--- config.mk ---
export PLATFORM = sky130hd
export DESIGN_NAME = ddc_device_flat
export DESIGN_NICKNAME = d
export VERILOG_FILES = /design/src/rtl/ddc_pkg.sv /design/src/rtl/ddc_link_if.sv /design/src/rtl/ddc_device.sv /design/src/flat_wrapper.sv
export SDC_FILE = /design/constraint.sdc
export NUM_CORES = 1
export LEC_CHECK = 0
export BUFFER_PORTS_ARGS = -buffer_cell sky130_fd_sc_hd__buf_2
export CAP_MARGIN = 20
export CORE_MARGIN = 8
export CORE_UTILIZATION = 45
export CTS_CLUSTER_SIZE = 12
export DETAILED_ROUTE_END_ITERATION = 6
export GPL_ROUTABILITY_DRIVEN = 0
export SLEW_MARGIN = 20
export SYNTH_ARGS = -nofsm -noshare
export SYNTH_HDL_FRONTEND = slang
export SYNTH_SLANG_ARGS = --single-unit
--- constraint.sdc ---
create_clock -name sys_clk -period 5.6 [get_ports sys_clk]
set_input_delay 0 -clock sys_clk [delete_from_list [all_inputs] [get_ports sys_clk]]
set_output_delay 0 -clock sys_clk [all_outputs]
set_load 0.01 [all_outputs]
--- src/rtl/ddc_pkg.sv ---
// Shared constants for the dual converter serial command port.
// Assumes both ends are compiled against this package.
package ddc_pkg;
  localparam int unsigned FRAME_BITS      = 24;
  localparam int unsigned CNT_W           = 5;
  localparam logic [4:0]  LAST_BIT_CNT    = 5'h18;
  localparam int unsigned CMD_MSB         = 21;
  localparam int unsigned CMD_LSB         = 19;
  localparam int unsigned ADDR_MSB        = 18;
  localparam int unsigned ADDR_LSB        = 16;
  localparam int unsigned DATA_MSB        = 15;
  localparam int unsigned PD_HI_BIT       = 5;
  localparam int unsigned PD_LO_BIT       = 4;
  localparam int unsigned SEL_B_BIT       = 1;
  localparam int unsigned SEL_A_BIT       = 0;
  localparam int unsigned RST_DEPTH_BIT   = 0;
  localparam logic [2:0]  CMD_WR_IN       = 3'h0;
  localparam logic [2:0]  CMD_UPD         = 3'h1;
  localparam logic [2:0]  CMD_WR_UPD_ALL  = 3'h2;
  localparam logic [2:0]  CMD_WR_UPD      = 3'h3;
  localparam logic [2:0]  CMD_POWER       = 3'h4;
  localparam logic [2:0]  CMD_RESET       = 3'h5;
  localparam logic [2:0]  CMD_LMASK       = 3'h6;
  localparam logic [2:0]  ADDR_A          = 3'h0;
  localparam logic [2:0]  ADDR_B          = 3'h1;
  localparam logic [2:0]  ADDR_ALL        = 3'h7;
  localparam logic [1:0]  PD_NORMAL       = 2'h0;
  localparam logic [15:0] ZERO_CODE       = 16'h0000;
  localparam logic [15:0] MID_CODE        = 16'h8000;
  // Sys clock, link timing and host register map
  localparam int unsigned SYS_CLK_MHZ     = 25;
  localparam int unsigned SYS_PERIOD_NS   = 40;
  localparam int unsigned PWRUP_US        = 4;
  localparam int unsigned PWRUP_CYC       = PWRUP_US * SYS_CLK_MHZ;
  localparam int unsigned SYNC_HIGH_NS    = 15;
  localparam int unsigned SYNC_HIGH_CYC   = (SYNC_HIGH_NS + SYS_PERIOD_NS - 1) / SYS_PERIOD_NS;
  localparam int unsigned HOST_DIV        = 4;
  localparam int unsigned ADDR_CTRL       = 0;
  localparam int unsigned ADDR_DATA       = 4;
  localparam int unsigned ADDR_STAT       = 8;
  localparam logic [31:0] UNMAPPED_RD     = 32'h0000_0000;
endpackage

--- src/rtl/ddc_link_if.sv ---
// Three-wire link between host and converter port.
// Assumes the bench drives one shared sys_clk and nrst to both ends.
`timescale 1ns/1ps
interface ddc_link_if;
  logic frame_sel_n;
  logic sclk;
  logic sdin;
  modport host   (output frame_sel_n, output sclk, output sdin);
  modport device (input frame_sel_n, input sclk, input sdin);
endinterface

--- src/rtl/ddc_device.sv ---
// Converter-side serial command port: shift register, decode, register banks.
// Assumes link pins are asynchronous to sys_clk and far slower than it.
`timescale 1ns/1ps
// Functional notes
// - Frame select falling edge starts frame
// - Shift data in on falling clock edges
// - Host keeps serial clock at most 50MHz
// - 24th edge captures bit and executes
// - Frame select high 15ns between frames
// - Host may park frame select low
// - Frame: 2 ignored, cmd, addr, data
// - Decode seven command codes; 111 does nothing
// - Address A, B, or both
// - Early frame select rise discards frame
// - Outputs zero or midscale after power-on
// - Ignore load strobe during power-on reset
// - Reset command, DB0 selects depth
// - Power mode from DB5:DB4
// - Mode applies to selected channels only
// - Power-up output source follows strobe
// - Converter registers hold while powered down, except a reset command clears them
// - Power-up pending flag for 4us
// - Low strobe makes converter follow input
// - Command 110 loads per-channel load mask
// - Strobe update only if input written since
module ddc_device
  import ddc_pkg::*;
#(
  parameter bit MIDSCALE = 1'b0
) (
  // Clock and reset
  input  wire logic        sys_clk,
  input  wire logic        nrst,
  // Serial link
  ddc_link_if.device       link,
  // Load strobe pin, async
  input  wire logic        load_strobe_n,
  // Converter state
  output logic [15:0]      dac_a_q,
  output logic [15:0]      dac_b_q,
  output logic [1:0]       pd_a_q,
  output logic [1:0]       pd_b_q,
  output logic [1:0]       pwrup_pend_q,
  output logic             frame_done_q
);

  ////////////////////////////////////////////////////////////////////////////
  // Pin synchronisers
  logic [1:0]       fs_s_q, ck_s_q, di_s_q, ld_s_q;
  logic             fs_d1_q, ck_d1_q;
  always_ff @(posedge sys_clk or negedge nrst) begin
    if (!nrst) begin
      fs_s_q  <= 2'h3;
      ck_s_q  <= 2'h0;
      di_s_q  <= 2'h0;
      ld_s_q  <= 2'h3;
      fs_d1_q <= 1'b1;
      ck_d1_q <= 1'b0;
    end else begin
      fs_s_q  <= {fs_s_q[0], link.frame_sel_n};
      ck_s_q  <= {ck_s_q[0], link.sclk};
      di_s_q  <= {di_s_q[0], link.sdin};
      ld_s_q  <= {ld_s_q[0], load_strobe_n};
      fs_d1_q <= fs_s_q[1];
      ck_d1_q <= ck_s_q[1];
    end
  end

  // Edge detects on the second stage only
  wire fs_low  = !fs_s_q[1];
  wire fs_fall = fs_d1_q && !fs_s_q[1];
  wire ck_fall = ck_d1_q && !ck_s_q[1];
  wire ld_low  = !ld_s_q[1];

  ////////////////////////////////////////////////////////////////////////////
  // Frame shift and bit count
  logic [23:0]      shift_q;
  logic [CNT_W-1:0] cnt_q;
  logic             armed_q;
  wire              take_bit = fs_low && armed_q && ck_fall && (cnt_q != LAST_BIT_CNT);
  wire [23:0]       shift_d  = {shift_q[22:0], di_s_q[1]};
  wire              exec     = take_bit && (cnt_q == LAST_BIT_CNT - 5'h1);

  // Frame select rise clears partial frame; fall re-arms
  always_ff @(posedge sys_clk or negedge nrst) begin
    if (!nrst) begin
      shift_q <= '0;
      cnt_q   <= '0;
      armed_q <= 1'b0;
    end else if (!fs_low) begin
      shift_q <= '0;
      cnt_q   <= '0;
      armed_q <= 1'b0;
    end else if (fs_fall) begin
      shift_q <= '0;
      cnt_q   <= '0;
      armed_q <= 1'b1;
    end else if (take_bit) begin
      shift_q <= shift_d;
      cnt_q   <= cnt_q + 5'h1;
    end
  end

  ////////////////////////////////////////////////////////////////////////////
  // Field decode of the completed word
  wire [2:0]  cmd    = shift_d[CMD_MSB:CMD_LSB];
  wire [2:0]  addr   = shift_d[ADDR_MSB:ADDR_LSB];
  wire [15:0] data   = shift_d[DATA_MSB:0];
  wire        hit_a  = (addr == ADDR_A) || (addr == ADDR_ALL);
  wire        hit_b  = (addr == ADDR_B) || (addr == ADDR_ALL);
  wire [1:0]  hit    = {hit_b, hit_a};
  wire [1:0]  pdmode = {shift_d[PD_HI_BIT], shift_d[PD_LO_BIT]};
  wire [1:0]  psel   = {shift_d[SEL_B_BIT], shift_d[SEL_A_BIT]};
  wire        wr_in  = exec && (cmd == CMD_WR_IN || cmd == CMD_WR_UPD_ALL || cmd == CMD_WR_UPD);
  wire        upd_c  = exec && (cmd == CMD_UPD || cmd == CMD_WR_UPD);
  wire        addr_ok = hit_a || hit_b;
  wire        upd_al = exec && (cmd == CMD_WR_UPD_ALL) && addr_ok;
  wire        pwr    = exec && (cmd == CMD_POWER);
  wire        rst_c  = exec && (cmd == CMD_RESET);
  wire        rst_f  = rst_c && shift_d[RST_DEPTH_BIT];
  wire        lmsk   = exec && (cmd == CMD_LMASK);
  wire [15:0] init_code = MIDSCALE ? MID_CODE : ZERO_CODE;
  // Only a frame that acts ends the power-on code; reserved frames leave it
  wire        act    = ((wr_in || upd_c) && addr_ok) || upd_al || pwr || rst_c || lmsk;

  ////////////////////////////////////////////////////////////////////////////
  // Per-channel registers
  logic [15:0] in_q   [2];
  logic [15:0] dac_q  [2];
  logic [1:0]  pd_q   [2];
  logic [1:0]  lmask_q;
  logic        dirty_q [2];
  logic [6:0]  pend_cnt_q [2];

  generate
    for (genvar ch = 0; ch < 2; ch++) begin : g_ch
      // Load strobe is ignored until reset released; sync stages preset high
      wire pwr_sel  = pwr && psel[ch];
      wire pwr_up   = pwr_sel && (pdmode == PD_NORMAL) && (pd_q[ch] != PD_NORMAL);
      wire in_wr    = wr_in && hit[ch];
      wire [15:0] in_n = in_wr ? data : in_q[ch];
      wire dirty_n  = in_wr || dirty_q[ch];
      wire sw_upd   = (upd_c && hit[ch]) || upd_al || (exec && lmask_q[ch] && in_wr);
      wire hw_upd   = ld_low && dirty_n;
      wire up_ld    = pwr_up && ld_low;
      wire do_upd   = (sw_upd || hw_upd || up_ld) && (pd_q[ch] == PD_NORMAL || up_ld);
      always_ff @(posedge sys_clk or negedge nrst) begin
        if (!nrst) begin
          in_q[ch]       <= ZERO_CODE;
          dac_q[ch]      <= ZERO_CODE;
          pd_q[ch]       <= PD_NORMAL;
          dirty_q[ch]    <= 1'b0;
          pend_cnt_q[ch] <= '0;
        end else if (rst_c) begin
          in_q[ch]    <= ZERO_CODE;
          dac_q[ch]   <= ZERO_CODE;
          dirty_q[ch] <= 1'b0;
          if (rst_f) begin
            pd_q[ch] <= PD_NORMAL;
          end
        end else begin
          in_q[ch] <= in_n;
          if (do_upd) begin
            dac_q[ch]   <= in_n;
            dirty_q[ch] <= 1'b0;
          end else begin
            dirty_q[ch] <= dirty_n;
          end
          if (pwr_sel) begin
            pd_q[ch] <= pdmode;
          end
          if (pwr_up) begin
            pend_cnt_q[ch] <= 7'(PWRUP_CYC);
          end else if (pend_cnt_q[ch] != 7'h0) begin
            pend_cnt_q[ch] <= pend_cnt_q[ch] - 7'h1;
          end
        end
      end
    end
  endgenerate

  // Load mask register
  always_ff @(posedge sys_clk or negedge nrst) begin
    if (!nrst) begin
      lmask_q <= 2'h0;
    end else if (rst_f) begin
      lmask_q <= 2'h0;
    end else if (lmsk) begin
      lmask_q <= psel;
    end
  end

  ////////////////////////////////////////////////////////////////////////////
  // Registered outputs; the power-on code (zero, or midscale with MIDSCALE set) shows until the first frame that acts
  logic seen_q;
  always_ff @(posedge sys_clk or negedge nrst) begin
    if (!nrst) begin
      seen_q       <= 1'b0;
      dac_a_q      <= ZERO_CODE;
      dac_b_q      <= ZERO_CODE;
      pd_a_q       <= PD_NORMAL;
      pd_b_q       <= PD_NORMAL;
      pwrup_pend_q <= 2'h0;
      frame_done_q <= 1'b0;
    end else begin
      seen_q       <= seen_q || act;
      dac_a_q      <= seen_q ? dac_q[0] : init_code;
      dac_b_q      <= seen_q ? dac_q[1] : init_code;
      pd_a_q       <= pd_q[0];
      pd_b_q       <= pd_q[1];
      pwrup_pend_q <= {pend_cnt_q[1] != 7'h0, pend_cnt_q[0] != 7'h0};
      frame_done_q <= exec;
    end
  end
endmodule

--- src/flat_wrapper.sv ---
// flat-port wrapper written by rule: the top's interface ports become plain ports
module ddc_device_flat import ddc_pkg::*;
#(
  parameter bit MIDSCALE = 1'b0
)
  (sys_clk, nrst, load_strobe_n, dac_a_q, dac_b_q, pd_a_q, pd_b_q, pwrup_pend_q, frame_done_q, link_frame_sel_n, link_sclk, link_sdin);
  ddc_link_if link_i ();
  input  wire logic sys_clk;
  input  wire logic nrst;
  input  wire logic load_strobe_n;
  output logic [15:0] dac_a_q;
  output logic [15:0] dac_b_q;
  output logic [1:0] pd_a_q;
  output logic [1:0] pd_b_q;
  output logic [1:0] pwrup_pend_q;
  output logic frame_done_q;
  input wire logic [$bits(link_i.frame_sel_n)-1:0] link_frame_sel_n;
  input wire logic [$bits(link_i.sclk)-1:0] link_sclk;
  input wire logic [$bits(link_i.sdin)-1:0] link_sdin;
  assign link_i.frame_sel_n = link_frame_sel_n;
  assign link_i.sclk = link_sclk;
  assign link_i.sdin = link_sdin;
  ddc_device #(.MIDSCALE(MIDSCALE)) u_core (.sys_clk(sys_clk), .nrst(nrst), .link(link_i), .load_strobe_n(load_strobe_n), .dac_a_q(dac_a_q), .dac_b_q(dac_b_q), .pd_a_q(pd_a_q), .pd_b_q(pd_b_q), .pwrup_pend_q(pwrup_pend_q), .frame_done_q(frame_done_q));
endmodule
Word level (Yosys, flattened, before mapping) --
Index checks and enable logic that the tools add are counted. W data, S select, Z words.
Operators by class: add/subtract/negate cells 3, muxes and demuxes 33, reduce and logical (&&, ||, !) cells 84, equal/unequal tests 11, bitwise gates (word level) 1
Operators by type and width (count):
- $mux W16 | 10
- $mux W21 | 3
- $logic_and A1 B1 Y1 | 35
- $mux W7 | 4
- $logic_or A1 B1 Y1 | 24
- $reduce_bool A2 Y1 | 10
- $mux W5 | 3
- $mux W2 | 7
- $reduce_bool A7 Y1 | 2
- $sub A7 B1 Y7 const B | 2
- $eq A3 B3 Y1 const B | 4
- $reduce_and A2 Y1 | 4
- $eq A3 B1 Y1 const B | 2
- $eq A3 B2 Y1 const B | 2
- $logic_not A2 Y1 | 3
- $logic_not A3 Y1 | 2
- $mux W1 | 6
- $add A5 B1 Y5 const B | 1
- $eq A5 B5 Y1 const B | 1
- $ne A5 B5 Y1 const B | 1
- $logic_not A1 Y1 | 3
- $reduce_bool A3 Y1 | 1
- $ne A2 B2 Y1 const B | 1
- $not A1 Y1 | 1
Word-level totals: bits of input ports 6, register bits after elaboration 163, logic and storage cells 159, output and inout port bits 39

Longest topological paths before layout --
Gate-level depths: netlist (run 1).
depth after elaboration 14, gate-level depth with buffers 10, mapped depth without buffers 8

Worst setup path after synthesis (run 1) --
Ideal clock, no wire load.
path kind reg2reg, start register u_core.cnt_q[0], end register u_core.dac_q[10] (netlist bit), cell stages (with the launch flop) 8, data required time 5475 ps, path slack 3340 ps, setup time 125 ps, arrival time 2134 ps, path through dfrtp_1 -> ha_1 -> and4b_4 -> and3_4 -> buf_6 -> nor4_4 -> buf_6 -> mux2_4
On the way: longest elaborated chain between the ends 11
Ends and longest elaborated chain:
- start: declaration | line ddc_device.sv:78 | logic [CNT_W-1:0] cnt_q;
- start signal: assignment | line ddc_device.sv:100 | cnt_q <= cnt_q + 5'h1;
- $ne A5 B5 Y1 | line ddc_device.sv:80 | wire take_bit = fs_low && armed_q && ck_fall && (cnt_q != LAST_BIT_CNT);
- $logic_and A1 B1 Y1 | line ddc_device.sv:80
- $logic_and A1 B1 Y1 * | line ddc_device.sv:82 | wire exec = take_bit && (cnt_q == LAST_BIT_CNT - 5'h1);
- $logic_and A1 B1 Y1, on equally long branches (2 in series)
- $logic_or A1 B1 Y1, or another cell as far along (2 in series) | line ddc_device.sv:143 | wire sw_upd = (upd_c && hit[ch]) || upd_al || (exec && lmask_q[ch] && in_wr);
- $logic_or A1 B1 Y1 / $logic_and A1 B1 Y1 (equally long branches) | line ddc_device.sv:146, ddc_device.sv:145
- $logic_or A1 B1 Y1 | line ddc_device.sv:146 | wire do_upd = (sw_upd || hw_upd || up_ld) && (pd_q[ch] == PD_NORMAL || up_ld);
- $logic_and A1 B1 Y1 | line ddc_device.sv:146
- $reduce_bool A2 Y1 (no source line)
- end signal: indexed assignment | line ddc_device.sv:164 | dac_q[ch] <= in_n;
- end: declaration | line ddc_device.sv:129 | logic [15:0] dac_q [2];
Mark *: on every way between the ends. The rest lies on a longest branch, timed or not. The select of a mux whose other input is x is not followed. A chain may end at the register's enable or synchronous reset.

Worst setup path after layout (run 1) --
start register u_core.cnt_q[0], end register u_core.dac_q[17] (netlist bit)
The elaborated chain is that of the path after synthesis.

==> results.json, run 1 <==
{
  "status": "complete, no violations",
  "min_period_over_period_pct": 55.2,
  "initial_utilization_pct": 45.9,
  "critical_path_class": "flip-flop to flip-flop",
  "synth_warnings": 0,
  "grt_pass1_vias": 4339,
  "path_clk_slew_ps": 60,
  "maxCapViolations": 0,
  "cts-root-buf": "clkbuf_16",
  "ant_nets": 0,
  "placedCellCount": 775,
  "yosys.cell_types.count": 58,
  "drt-total-wl_um": 12900,
  "final_area_um2": 7590,
  "track_usage_pct": 14.9,
  "ir_drop_mv": 0.205,
  "timing.final.hold_violations": 0,
  "vias": 4324,
  "reg2reg_slack_ps": 2510,
  "min_path_type": "input pin to flip-flop",
  "grt_pass1_wl_um": 22100,
  "fin_crit_ps": 3090,
  "drv_slew": 0,
  "cp_cell_sequence": "ha_1 > and4b_4 > nand2_1 > inv_1 > o2111ai_1 > o211ai_4 > mux2_2",
  "gr-total-overflow": 0,
  "drt_iter0_drc": 424,
  "hpwlAfterDp_um": 8210,
  "synth_area_per_cell_um2": 11.4,
  "fmax_mhz": 324,
  "nNetsFinal": 626,
  "synthArstFlopShare_pct": 100,
  "die_h_um": 138,
  "total_power_w": 0.00239,
  "wl_per_cell_um": 15.9,
  "synth_cells": 587,
  "htree_num_levels": 4,
  "syn_to_final_growth_pct": 13.7,
  "nFillCells": 1288,
  "worstSetupStartpoint": "u_core.cnt_q[0]$_DFFE_PN0P_",
  "port_buffers": 44,
  "rsz0062_at_grt": "false",
  "register_area_um2": 4090,
  "cts_num_sinks": 163,
  "fp.dieW_um": 138,
  "synthesis.area_um2": 6680,
  "critPathArrivalTime_ps": 3400,
  "dieArea_um2": 19000,
  "p_leak_nw": 3.65,
  "io_pins": 45,
  "cts_tree": "built",
  "drt_pass1_iterations": 4,
  "antennaDiodeCount": 0,
  "min_from": "link_frame_sel_n",
  "rr_startpoint": "u_core.cnt_q[0]$_DFFE_PN0P_",
  "viasPerCell": 5.32,
  "fin_cells": 813,
  "crit_path_end_kind": "flip-flop",
  "grt_antenna_before_repair": 0,
  "crit_fanout": 20,
  "clk_latency_ps": 430,
  "core-area_um2": 14500,
  "layout-drive-gt1-share_pct": 19.9,
  "postSynthNetCount": 597,
  "synth_flop_cell": "dfrtp_1",
  "num_rows": 44,
  "place_area_um2": 6940,
  "pwr_density_cell_nw_per_um2": 315,
  "grt_max_degree": 96,
  "numCtsBuffers": 17,
  "finalClockSkew_ps": 10.2,
  "cpPeakStageDelay_ps": 610,
  "drc": 0,
  "relSlewSlack_pct": 39.5,
  "worstMarginPinSlew_ps": 908,
  "fin_tns_setup_ps": 0,
  "yosysSeqAreaShare_pct": 61.2,
  "synth-edff-count": 0,
  "ys_seq_elements": 163,
  "whs_ps": 216,
  "multi_input_area_um2": 2340,
  "cpMaxStageDelayCell": "inv_1",
  "finalSetupViolCount": 0,
  "critical_path_required_ps": 5910,
  "cts_buffer_depth": 2,
  "critPathLaunchType": "flip-flop"
}
[placed cells by master (no fill, tap or decap), types with 3 or more instances in the layout]
cell type and n:
clkinvlp_4 4, nor2_1 12, nor3_1 8, or2_2 4, and2_1 35, mux2_2 18
nand4b_1 4, nand2_1 66, nor4_1 4, xor2_1 8, nand2b_1 4, mux2_1 5
a21oi_1 58, nand3_1 39, dlygate4sd3_1 5, nor2b_1 5, o21ai_0 42, a21o_1 3
buf_2 43, nand4_1 3, inv_6 5, ha_1 4, xnor2_1 4, dfrtp_1 158
dfstp_2 5, mux2_4 9, clkbuf_16 17, inv_1 11
[worst max-delay path: cells and delay by family, from the launching register on]
kind | cells | cell delay [ps]
simple gates | 2 | 660
fa+ha+maj | 1 | 230
buf+inv | 1 | 610
compound gates | 2 | 630
mux | 1 | 410
flops | 1 | 420
[logic make-up after synthesis]
family / synth area share, %
compound gates: 10.1
mux: 6.05
xor+xnor: 1.82
simple gates: 16.3
flops: 61.2
fa+ha+maj: 0.750
buf+inv: 3.82
[cells in the mapped netlist (all sizes together), types with 4 or more instances]
cell / number / area share, %
mux2: 32 / 5.9
o21ai: 43 / 3.3
inv: 11 / 0.62
nor3: 8 / 0.60
buf: 16 / 1.7
nor2: 12 / 0.67
xnor2: 5 / 0.77
a21oi: 59 / 4.5
and2: 35 / 3.3
or2: 4 / 0.37
ha: 4 / 0.75
nand3: 39 / 2.9
nand2: 66 / 3.7
dfrtp: 158 / 59
nand4b: 4 / 0.52
xor2: 8 / 1.0
nor2b: 6 / 0.56
nand2b: 4 / 0.37
dfstp: 5 / 2.0
nor4: 5 / 0.69
clkbuf: 26 / 1.5
[layout make-up]
type | instances | area share (%)
clock buffer | 18 | 5.65
clock inverter | 14 | 2.18
inverter | 11 | 0.544
multi-input combinational | 371 | 30.8
sequential | 163 | 53.8
tap | 184 | 3.03
timing repair buffer | 52 | 3.94
[repair_timing]
item                       CTS  global route
setup endpoints to repair    0             0
setup buffers                0             0
gates resized for setup      0             0
hold buffers                 5             0
hold endpoints to repair    94             0
[layer usage]
layer,vias to the layer above,wire (µm),track usage (%),share of wire (%)
met2,111,5620,21.2,44
met5,-,0,0,0
li1,2085,-,-,-
met4,0,287,7.10,2.2
met1,2102,6290,20.5,49
met3,26,714,4.12,5.5
[power by group]
group / leakage [nW] / switching, W / internal, W / total, W
Clock: 0.278 / 0.000499 / 0.000670 / 0.00117
Combinational: 1.13 / 0.0000287 / 0.00000608 / 0.0000348
Sequential: 2.25 / 0.00000407 / 0.00118 / 0.00119
Total: 3.65 / 0.000532 / 0.00186 / 0.00239
[sequential cells by signal, summed over array words and instances, names as in the netlist, 4 cells and up]
| signal | flops |
|---|---|
| u_core.dac_a_q | 16 |
| u_core.pend_cnt_q | 14 |
| u_core.in_q | 32 |
| u_core.dac_b_q | 16 |
| u_core.pd_q | 4 |
| u_core.dac_q | 32 |
| u_core.cnt_q | 5 |
| u_core.shift_q | 21 |
[through the flow]
| step | utilization, % | setup slack, ps |
|---|---|---|
| global route | 52.2 | 2330 |
| global placement | 47.7 | 2520 |
| CTS | 52.2 | 2510 |
| detailed placement | 47.7 | 2520 |
| floorplan | - | 3340 |
| finish | 52.2 | 2510 |
[worst paths after layout]
kind / to / depth (start not counted)
setup / recovery: u_core.dac_q[17]$_DFFE_PN0P_ / 7
hold / removal: u_core.fs_s_q[0]$_DFF_PN1_ / 2
setup reg to reg: u_core.dac_q[17]$_DFFE_PN0P_ / 7
hold reg to reg: u_core.di_s_q[1]$_DFF_PN0_ / 0
max in group asynchronous: u_core.dac_b_q[9]$_DFF_PN0_ / 3
min in group asynchronous: u_core.ck_s_q[0]$_DFF_PN0_ / 2
Note: power is estimated with default switching activity, not from simulation.
==> run 2, diff against run 1 <==
- ABC_AREA: default -> 1
- clock period: 5.6 -> 3 ns (I/O delays scaled with it)
==> run 2 against run 1 <==
  * Register-to-register slack lost 1900 ps
  * Largest cell class unchanged
  * Clock skew about the same
  * Sequential share of layout area down 0.28 points
  * Critical endpoint is now u_core.cnt_q[4]$_DFFE_PN0P_
  * Worst setup slack got worse by 1900 ps
==> results.json, run 2 <==
{
  "status": "complete, no violations",
  "drc": 0,
  "io_pins": 45,
  "mostFrequentLayoutCell": "dfrtp_1",
  "finalSetupViolCount": 0,
  "crit_path_end_kind": "flip-flop",
  "worstSetupStartpoint": "u_core.cnt_q[0]$_DFFE_PN0P_",
  "final_area_um2": 7630,
  "yosysTopAreaCell": "dfrtp_1",
  "met3_usage_pct": 3.94,
  "synth_cells": 700,
  "grt_antenna_before_repair": 0,
  "synthesis.area_um2": 6620,
  "hpwlAfterDp_um": 9160,
  "drt-total-wl_um": 13800,
  "crit_fanout": 23,
  "cts_num_sinks": 163,
  "drt_pass1_iterations": 5,
  "initial_utilization_pct": 45.7,
  "synth_common_cells": "dfrtp_1 (158), nand2_1 (139), inv_1 (104), nand3_1 (78), o21ai_0 (62)",
  "fmax_mhz": 415,
  "grt_pass1_vias": 4583,
  "largest_registers": "u_core.dac_q (32), u_core.in_q (32), u_core.shift_q (21)",
  "viasPerCell": 5.04,
  "grt_max_degree": 76,
  "cts-root-buf": "clkbuf_16",
  "fin_util_pct": 52.7,
  "yosys.cell_types.count": 31,
  "total_power_w": 0.00443,
  "die_h_um": 137,
  "dieArea_um2": 18900,
  "postCtsResizedCells": 0,
  "vias": 4764,
  "synthArstFlopShare_pct": 100,
  "drt_iter0_drc": 321,
  "min_path_type": "input pin to async pin",
  "port_buffers": 44,
  "layout-drive-gt1-share_pct": 14.7,
  "layout_common_cells": "dfrtp_1 (158), nand2_1 (139), inv_1 (104)",
  "fin_tns_setup_ps": 0,
  "cts_tree": "built",
  "ys_seq_elements": 163,
  "yosysMostFrequentCell": "dfrtp_1",
  "pwr_density_cell_nw_per_um2": 581,
  "fp.dieW_um": 137,
  "grt_pass1_wl_um": 22900,
  "critical_path_required_ps": 3340,
  "yosysSeqAreaShare_pct": 61.7,
  "fin_crit_ps": 2410,
  "relSlewSlack_pct": 54.4,
  "critical_path_class": "flip-flop to flip-flop",
  "maxCapViolations": 0,
  "use_met2_pct": 24.5,
  "nNetsFinal": 759,
  "place_area_um2": 7000,
  "finalClockSkew_ps": 9.96,
  "htree_num_levels": 4,
  "drv_slew": 0,
  "synth_area_leaders": "dfrtp_1 (60%), nand2_1 (7.9%), nand3_1 (5.9%), inv_1 (5.9%), o21ai_0 (4.7%)",
  "worstMarginPinSlew_ps": 683,
  "postSynthNetCount": 710,
  "path_clk_slew_ps": 60,
  "clk_latency_ps": 420,
  "nFillCells": 1306,
  "gr-total-overflow": 0,
  "ir_drop_mv": 0.363,
  "ant_nets": 0,
  "track_usage_pct": 15.5,
  "rr_startpoint": "u_core.cnt_q[0]$_DFFE_PN0P_",
  "p_leak_nw": 4.17,
  "antennaDiodeCount": 0,
  "synth_area_per_cell_um2": 9.46,
  "min_period_over_period_pct": 80.2,
  "synth_warnings": 0,
  "critPathLaunchType": "flip-flop",
  "cts_buffer_depth": 2,
  "critPathArrivalTime_ps": 2750,
  "synth_flop_cell": "dfrtp_1",
  "post_cts_buffers": 0,
  "numCtsBuffers": 17,
  "top_usage_layer": "met2",
  "yosysTopAreaCellShare_pct": 59.7,
  "num_rows": 44,
  "grtUsageMet1_pct": 20.4,
  "rsz0062_at_grt": "false",
  "core-area_um2": 14500,
  "whs_ps": 166,
  "synth-edff-count": 0,
  "timing.final.hold_violations": 0,
  "wl_per_cell_um": 14.6,
  "syn_to_final_growth_pct": 15.2
}
-- run 2: cell count changes after synthesis, moves of 7 or more --
cell      change
inv_2         +7
mux2_2       -18
and2_1       -35
nor2_1       +12
nand2_1      +73
nand3_1      +39
inv_1        +93
o21ai_0      +20
clkbuf_1     -10
a21oi_1      -21
mux2_4        -9
-- run 2: per-stage QoR --
step           worst slack, ps  std cells
3_5_place_dp               674        909
5_1_grt                    327        945
2_1_floorplan             1200        700
4_1_cts                    667        945
3_3_place_gp               787        909
6_report                   593        945
-- run 2: repair_timing --
| item | 4_1_cts | 5_1_grt |
|---|---|---|
| hold buffers | 5 | 0 |
| endpoints found under the hold margin | 76 | 0 |
| setup endpoints to repair | 0 | 0 |
-- run 2: area by class of cell --
cell class,instances,area [µm²],share of cell area (%)
Sequential cell,163,4090,53.5
Multi-Input combinational cell,398,1970,25.9
Clock buffer,21,450,5.90
Inverter,112,420,5.51
Timing Repair Buffer,57,337,4.41
Tap cell,184,230,3.02
Clock inverter,10,134,1.75
-- run 2: path summary, 6_finish.rpt --
check,end,slack (ps),cells past startpoint
min in group sys_clk,u_core.di_s_q[0]$_DFF_PN0_,210,2
worst min register to register,u_core.ck_s_q[1]$_DFF_PN0_,350,0
worst max-delay path,u_core.cnt_q[4]$_DFFE_PN0P_,590,11
worst min-delay path,u_core.dac_a_q[5]$_DFF_PN0_,170,2
worst max register to register,u_core.cnt_q[4]$_DFFE_PN0P_,590,11
max in group asynchronous,u_core.fs_s_q[0]$_DFF_PN1_,1920,3
-- run 2: where the power goes --
part           switching (W)  internal, W
Combinational      0.0000615    0.0000138
Sequential        0.00000465      0.00221
Clock               0.000823      0.00132
-- run 2: cells by family (layout without fill, tap and decap cells) --
family          count (synthesis)  in the layout  share of synthesized area (%)
flops                         163            163                           61.7
fa+ha+maj                       4              4                          0.756
simple gates                  281            281                           19.9
buf+inv                       139            200                           8.52
xor+xnor                        4              4                          0.529
compound gates                109            109                           8.58
-- run 2: layer usage --
| metal | up-vias | part of all wire, % |
|---|---|---|
| met3 | 13 | 4.8 |
| li1 | 2321 | - |
| met1 | 2324 | 46 |
| met2 | 106 | 48 |
| met5 | - | 0 |
| met4 | 0 | 1.1 |
-- run 2: worst max-delay path, cell delays in order (launching register included) --
cell     delay [ps]
dfrtp_1         360
inv_1            80
ha_1            200
nand2_1         120
nor2_4           70
nor2_8          280
inv_2           230
nand2_1         400
nand2_1         130
nor3_1          220
o21ai_0         110
a21oi_1         130
==> run 3, diff against run 2 <==
- clock period: 3 -> 2.3 ns (I/O delays scaled with it)
==> run 3 against run 2 <==
  * Power is 34% higher
  * Via count is 1.6% lower
  * Clock-buffer cell count is 1 higher
  * Fmax is 16% higher
  * Global-route usage is 0.30 points lower
  * First-iteration DRC count is 23% higher
  * Worst setup slack worse by 370 ps
  * Sequential cell count stayed put
  * Cell area is 1.3% higher
  * Sequential share of layout area is 0.68 points lower
  * Final cell count is 0.53% higher
  * Combinational power is 37% higher
==> results.json, run 3 (synthesis results as in run 2) <==
{
  "critPathArrivalTime_ps": 2430,
  "rr_startpoint": "u_core.cnt_q[0]$_DFFE_PN0P_",
  "grt_antenna_before_repair": 0,
  "mostFrequentLayoutCell": "dfrtp_1",
  "nNetsFinal": 764,
  "gr-total-overflow": 0,
  "min_period_over_period_pct": 90.2,
  "antennaDiodeCount": 0,
  "p_leak_nw": 4.21,
  "cp_top_family": "simple AND/OR/NAND/NOR gates",
  "pwr_density_cell_nw_per_um2": 768,
  "port_buffers": 44,
  "internal_power_w": 0.00477,
  "netSwitchingPower_w": 0.00117,
  "cpMaxStageDelayCell": "dfrtp_1",
  "numCtsBuffers": 17,
  "pwr-share-clk_pct": 49.6,
  "initial_utilization_pct": 45.7,
  "fin_tns_setup_ps": 0,
  "critical_path_class": "flip-flop to flip-flop",
  "fin_crit_ps": 2070,
  "syn_to_final_growth_pct": 16.7,
  "layout_common_cells": "dfrtp_1 (158), nand2_1 (137), inv_1 (104)",
  "path_clk_slew_ps": 60,
  "critPathBufInv": 3,
  "drt_iter0_drc": 396,
  "crit_fanout": 17,
  "viasPerCell": 4.94,
  "largest_registers": "u_core.dac_q (32), u_core.in_q (32), u_core.shift_q (21)",
  "die_h_um": 137,
  "hpwlAfterDp_um": 9010,
  "fin_util_pct": 53.4,
  "drt-total-wl_um": 13300,
  "drt_pass1_iterations": 5,
  "io_pins": 45,
  "maxCapViolations": 0,
  "drv_slew": 0,
  "cp_cell_sequence": "inv_1 > ha_1 > nand2_1 > nor2_4 > nor2_8 > nand2_4 > inv_2 > nand4_4 > nand2_1 > inv_2 > nand2_4 > nand2_1 > nand2_1",
  "crit_top_cell": "nand2_1",
  "status": "complete, no violations",
  "crit_path_end_kind": "flip-flop",
  "relSlewSlack_pct": 58.9,
  "track_usage_pct": 15.2,
  "ir_drop_mv": 0.517,
  "core-area_um2": 14500,
  "power.share.switching_pct": 19.6,
  "critical_path_required_ps": 2660,
  "cts_num_sinks": 163,
  "grt_max_degree": 66,
  "cts_buffer_depth": 2,
  "finalClockSkew_ps": 8.68,
  "layout-drive-gt1-share_pct": 15.5,
  "fmax_mhz": 482,
  "fp.dieW_um": 137,
  "worstSetupStartpoint": "u_core.cnt_q[0]$_DFFE_PN0P_",
  "grt_pass1_vias": 4621,
  "drc": 0,
  "cts_tree": "built",
  "htree_num_levels": 4,
  "timing.final.hold_violations": 0,
  "post_cts_buffers": 0,
  "p_comb_share_pct": 1.7,
  "rsz0062_at_grt": "false",
  "num_rows": 44,
  "grt_pass1_wl_um": 22500,
  "finalSetupViolCount": 0,
  "seqPwrFrac_pct": 48.7,
  "cpPeakStageDelay_ps": 370,
  "critPathLaunchType": "flip-flop",
  "worstMarginPinSlew_ps": 616,
  "wl_per_cell_um": 14.0,
  "ant_nets": 0,
  "clk_latency_ps": 420,
  "min_path_type": "input pin to async pin",
  "dieArea_um2": 18900,
  "vias": 4689,
  "cts-root-buf": "clkbuf_16"
}
[run 3: changes by cell type in the layout (fill, tap and decap cells not counted), sizes merged]
cell    previous run  this run
buf               52        57
clkinv             6         4
bufinv             3         4
clkbuf            21        22
[run 3: layout make-up]
| type | instances | area (µm²) |
|---|---|---|
| multi-input cells | 398 | 1990 |
| flip-flops and latches | 163 | 4090 |
| well taps | 184 | 230 |
| clock buffers | 22 | 464 |
| inverters | 112 | 420 |
| clock inverters | 9 | 154 |
| repair buffers | 62 | 387 |
| fillers | 1290 | 6750 |
[run 3: through the flow]
| stage | std cells | setup slack, ps | hold WS, ps | cell area, µm² | total power (W) |
|---|---|---|---|---|---|
| 2_1_floorplan | 700 | 496 | -296 | 6620 | 0.00296 |
| 3_3_place_gp | 914 | 230 | 30.4 | 7050 | 0.00304 |
| 3_5_place_dp | 914 | 144 | 29.7 | 7050 | 0.00304 |
| 4_1_cts | 950 | 103 | 146 | 7710 | 0.00601 |
| 5_1_grt | 950 | 44.1 | 180 | 7730 | 0.00614 |
| 6_report | 950 | 226 | 117 | 7730 | 0.00594 |
[run 3: per-layer routing]
metal  GRT usage (%)  share of wire (%)  vias up
li1                -                  -     2337
met1            19.9                 46     2244
met2            24.1                 48       92
met3            3.39                5.1       16
met4            5.79                1.4        0
met5               0                  0        -
[run 3: repair_timing]
action / in CTS / in global routing
gates resized for setup: 0 / 3
hold buffers: 5 / 0
hold endpoints to repair: 65 / 0
endpoints found under the setup margin: 0 / 38
[run 3: power by group through the flow]
stage,logic [W],clock network [W],registers (W)
final,0.000103,0.00294,0.00289
after global routing,0.000121,0.00313,0.00289
after CTS,0.000109,0.00301,0.00289
after detailed placement,0.000103,0,0.00294
after global placement,0.0000989,0,0.00294
after floorplan,0.0000225,0,0.00294
[run 3: final timing paths]
path | slack (ps) | cells after the start | end
max | 230 | 13 | u_core.dac_q[31]$_DFFE_PN0P_
min | 120 | 2 | u_core.dac_a_q[6]$_DFF_PN0_
max reg2reg | 230 | 13 | u_core.dac_q[31]$_DFFE_PN0P_
min reg2reg | 350 | 0 | u_core.di_s_q[1]$_DFF_PN0_
max in group asynchronous | 1290 | 3 | u_core.fs_d1_q$_DFF_PN1_
min in group sys_clk | 220 | 2 | u_core.fs_s_q[0]$_DFF_PN1_
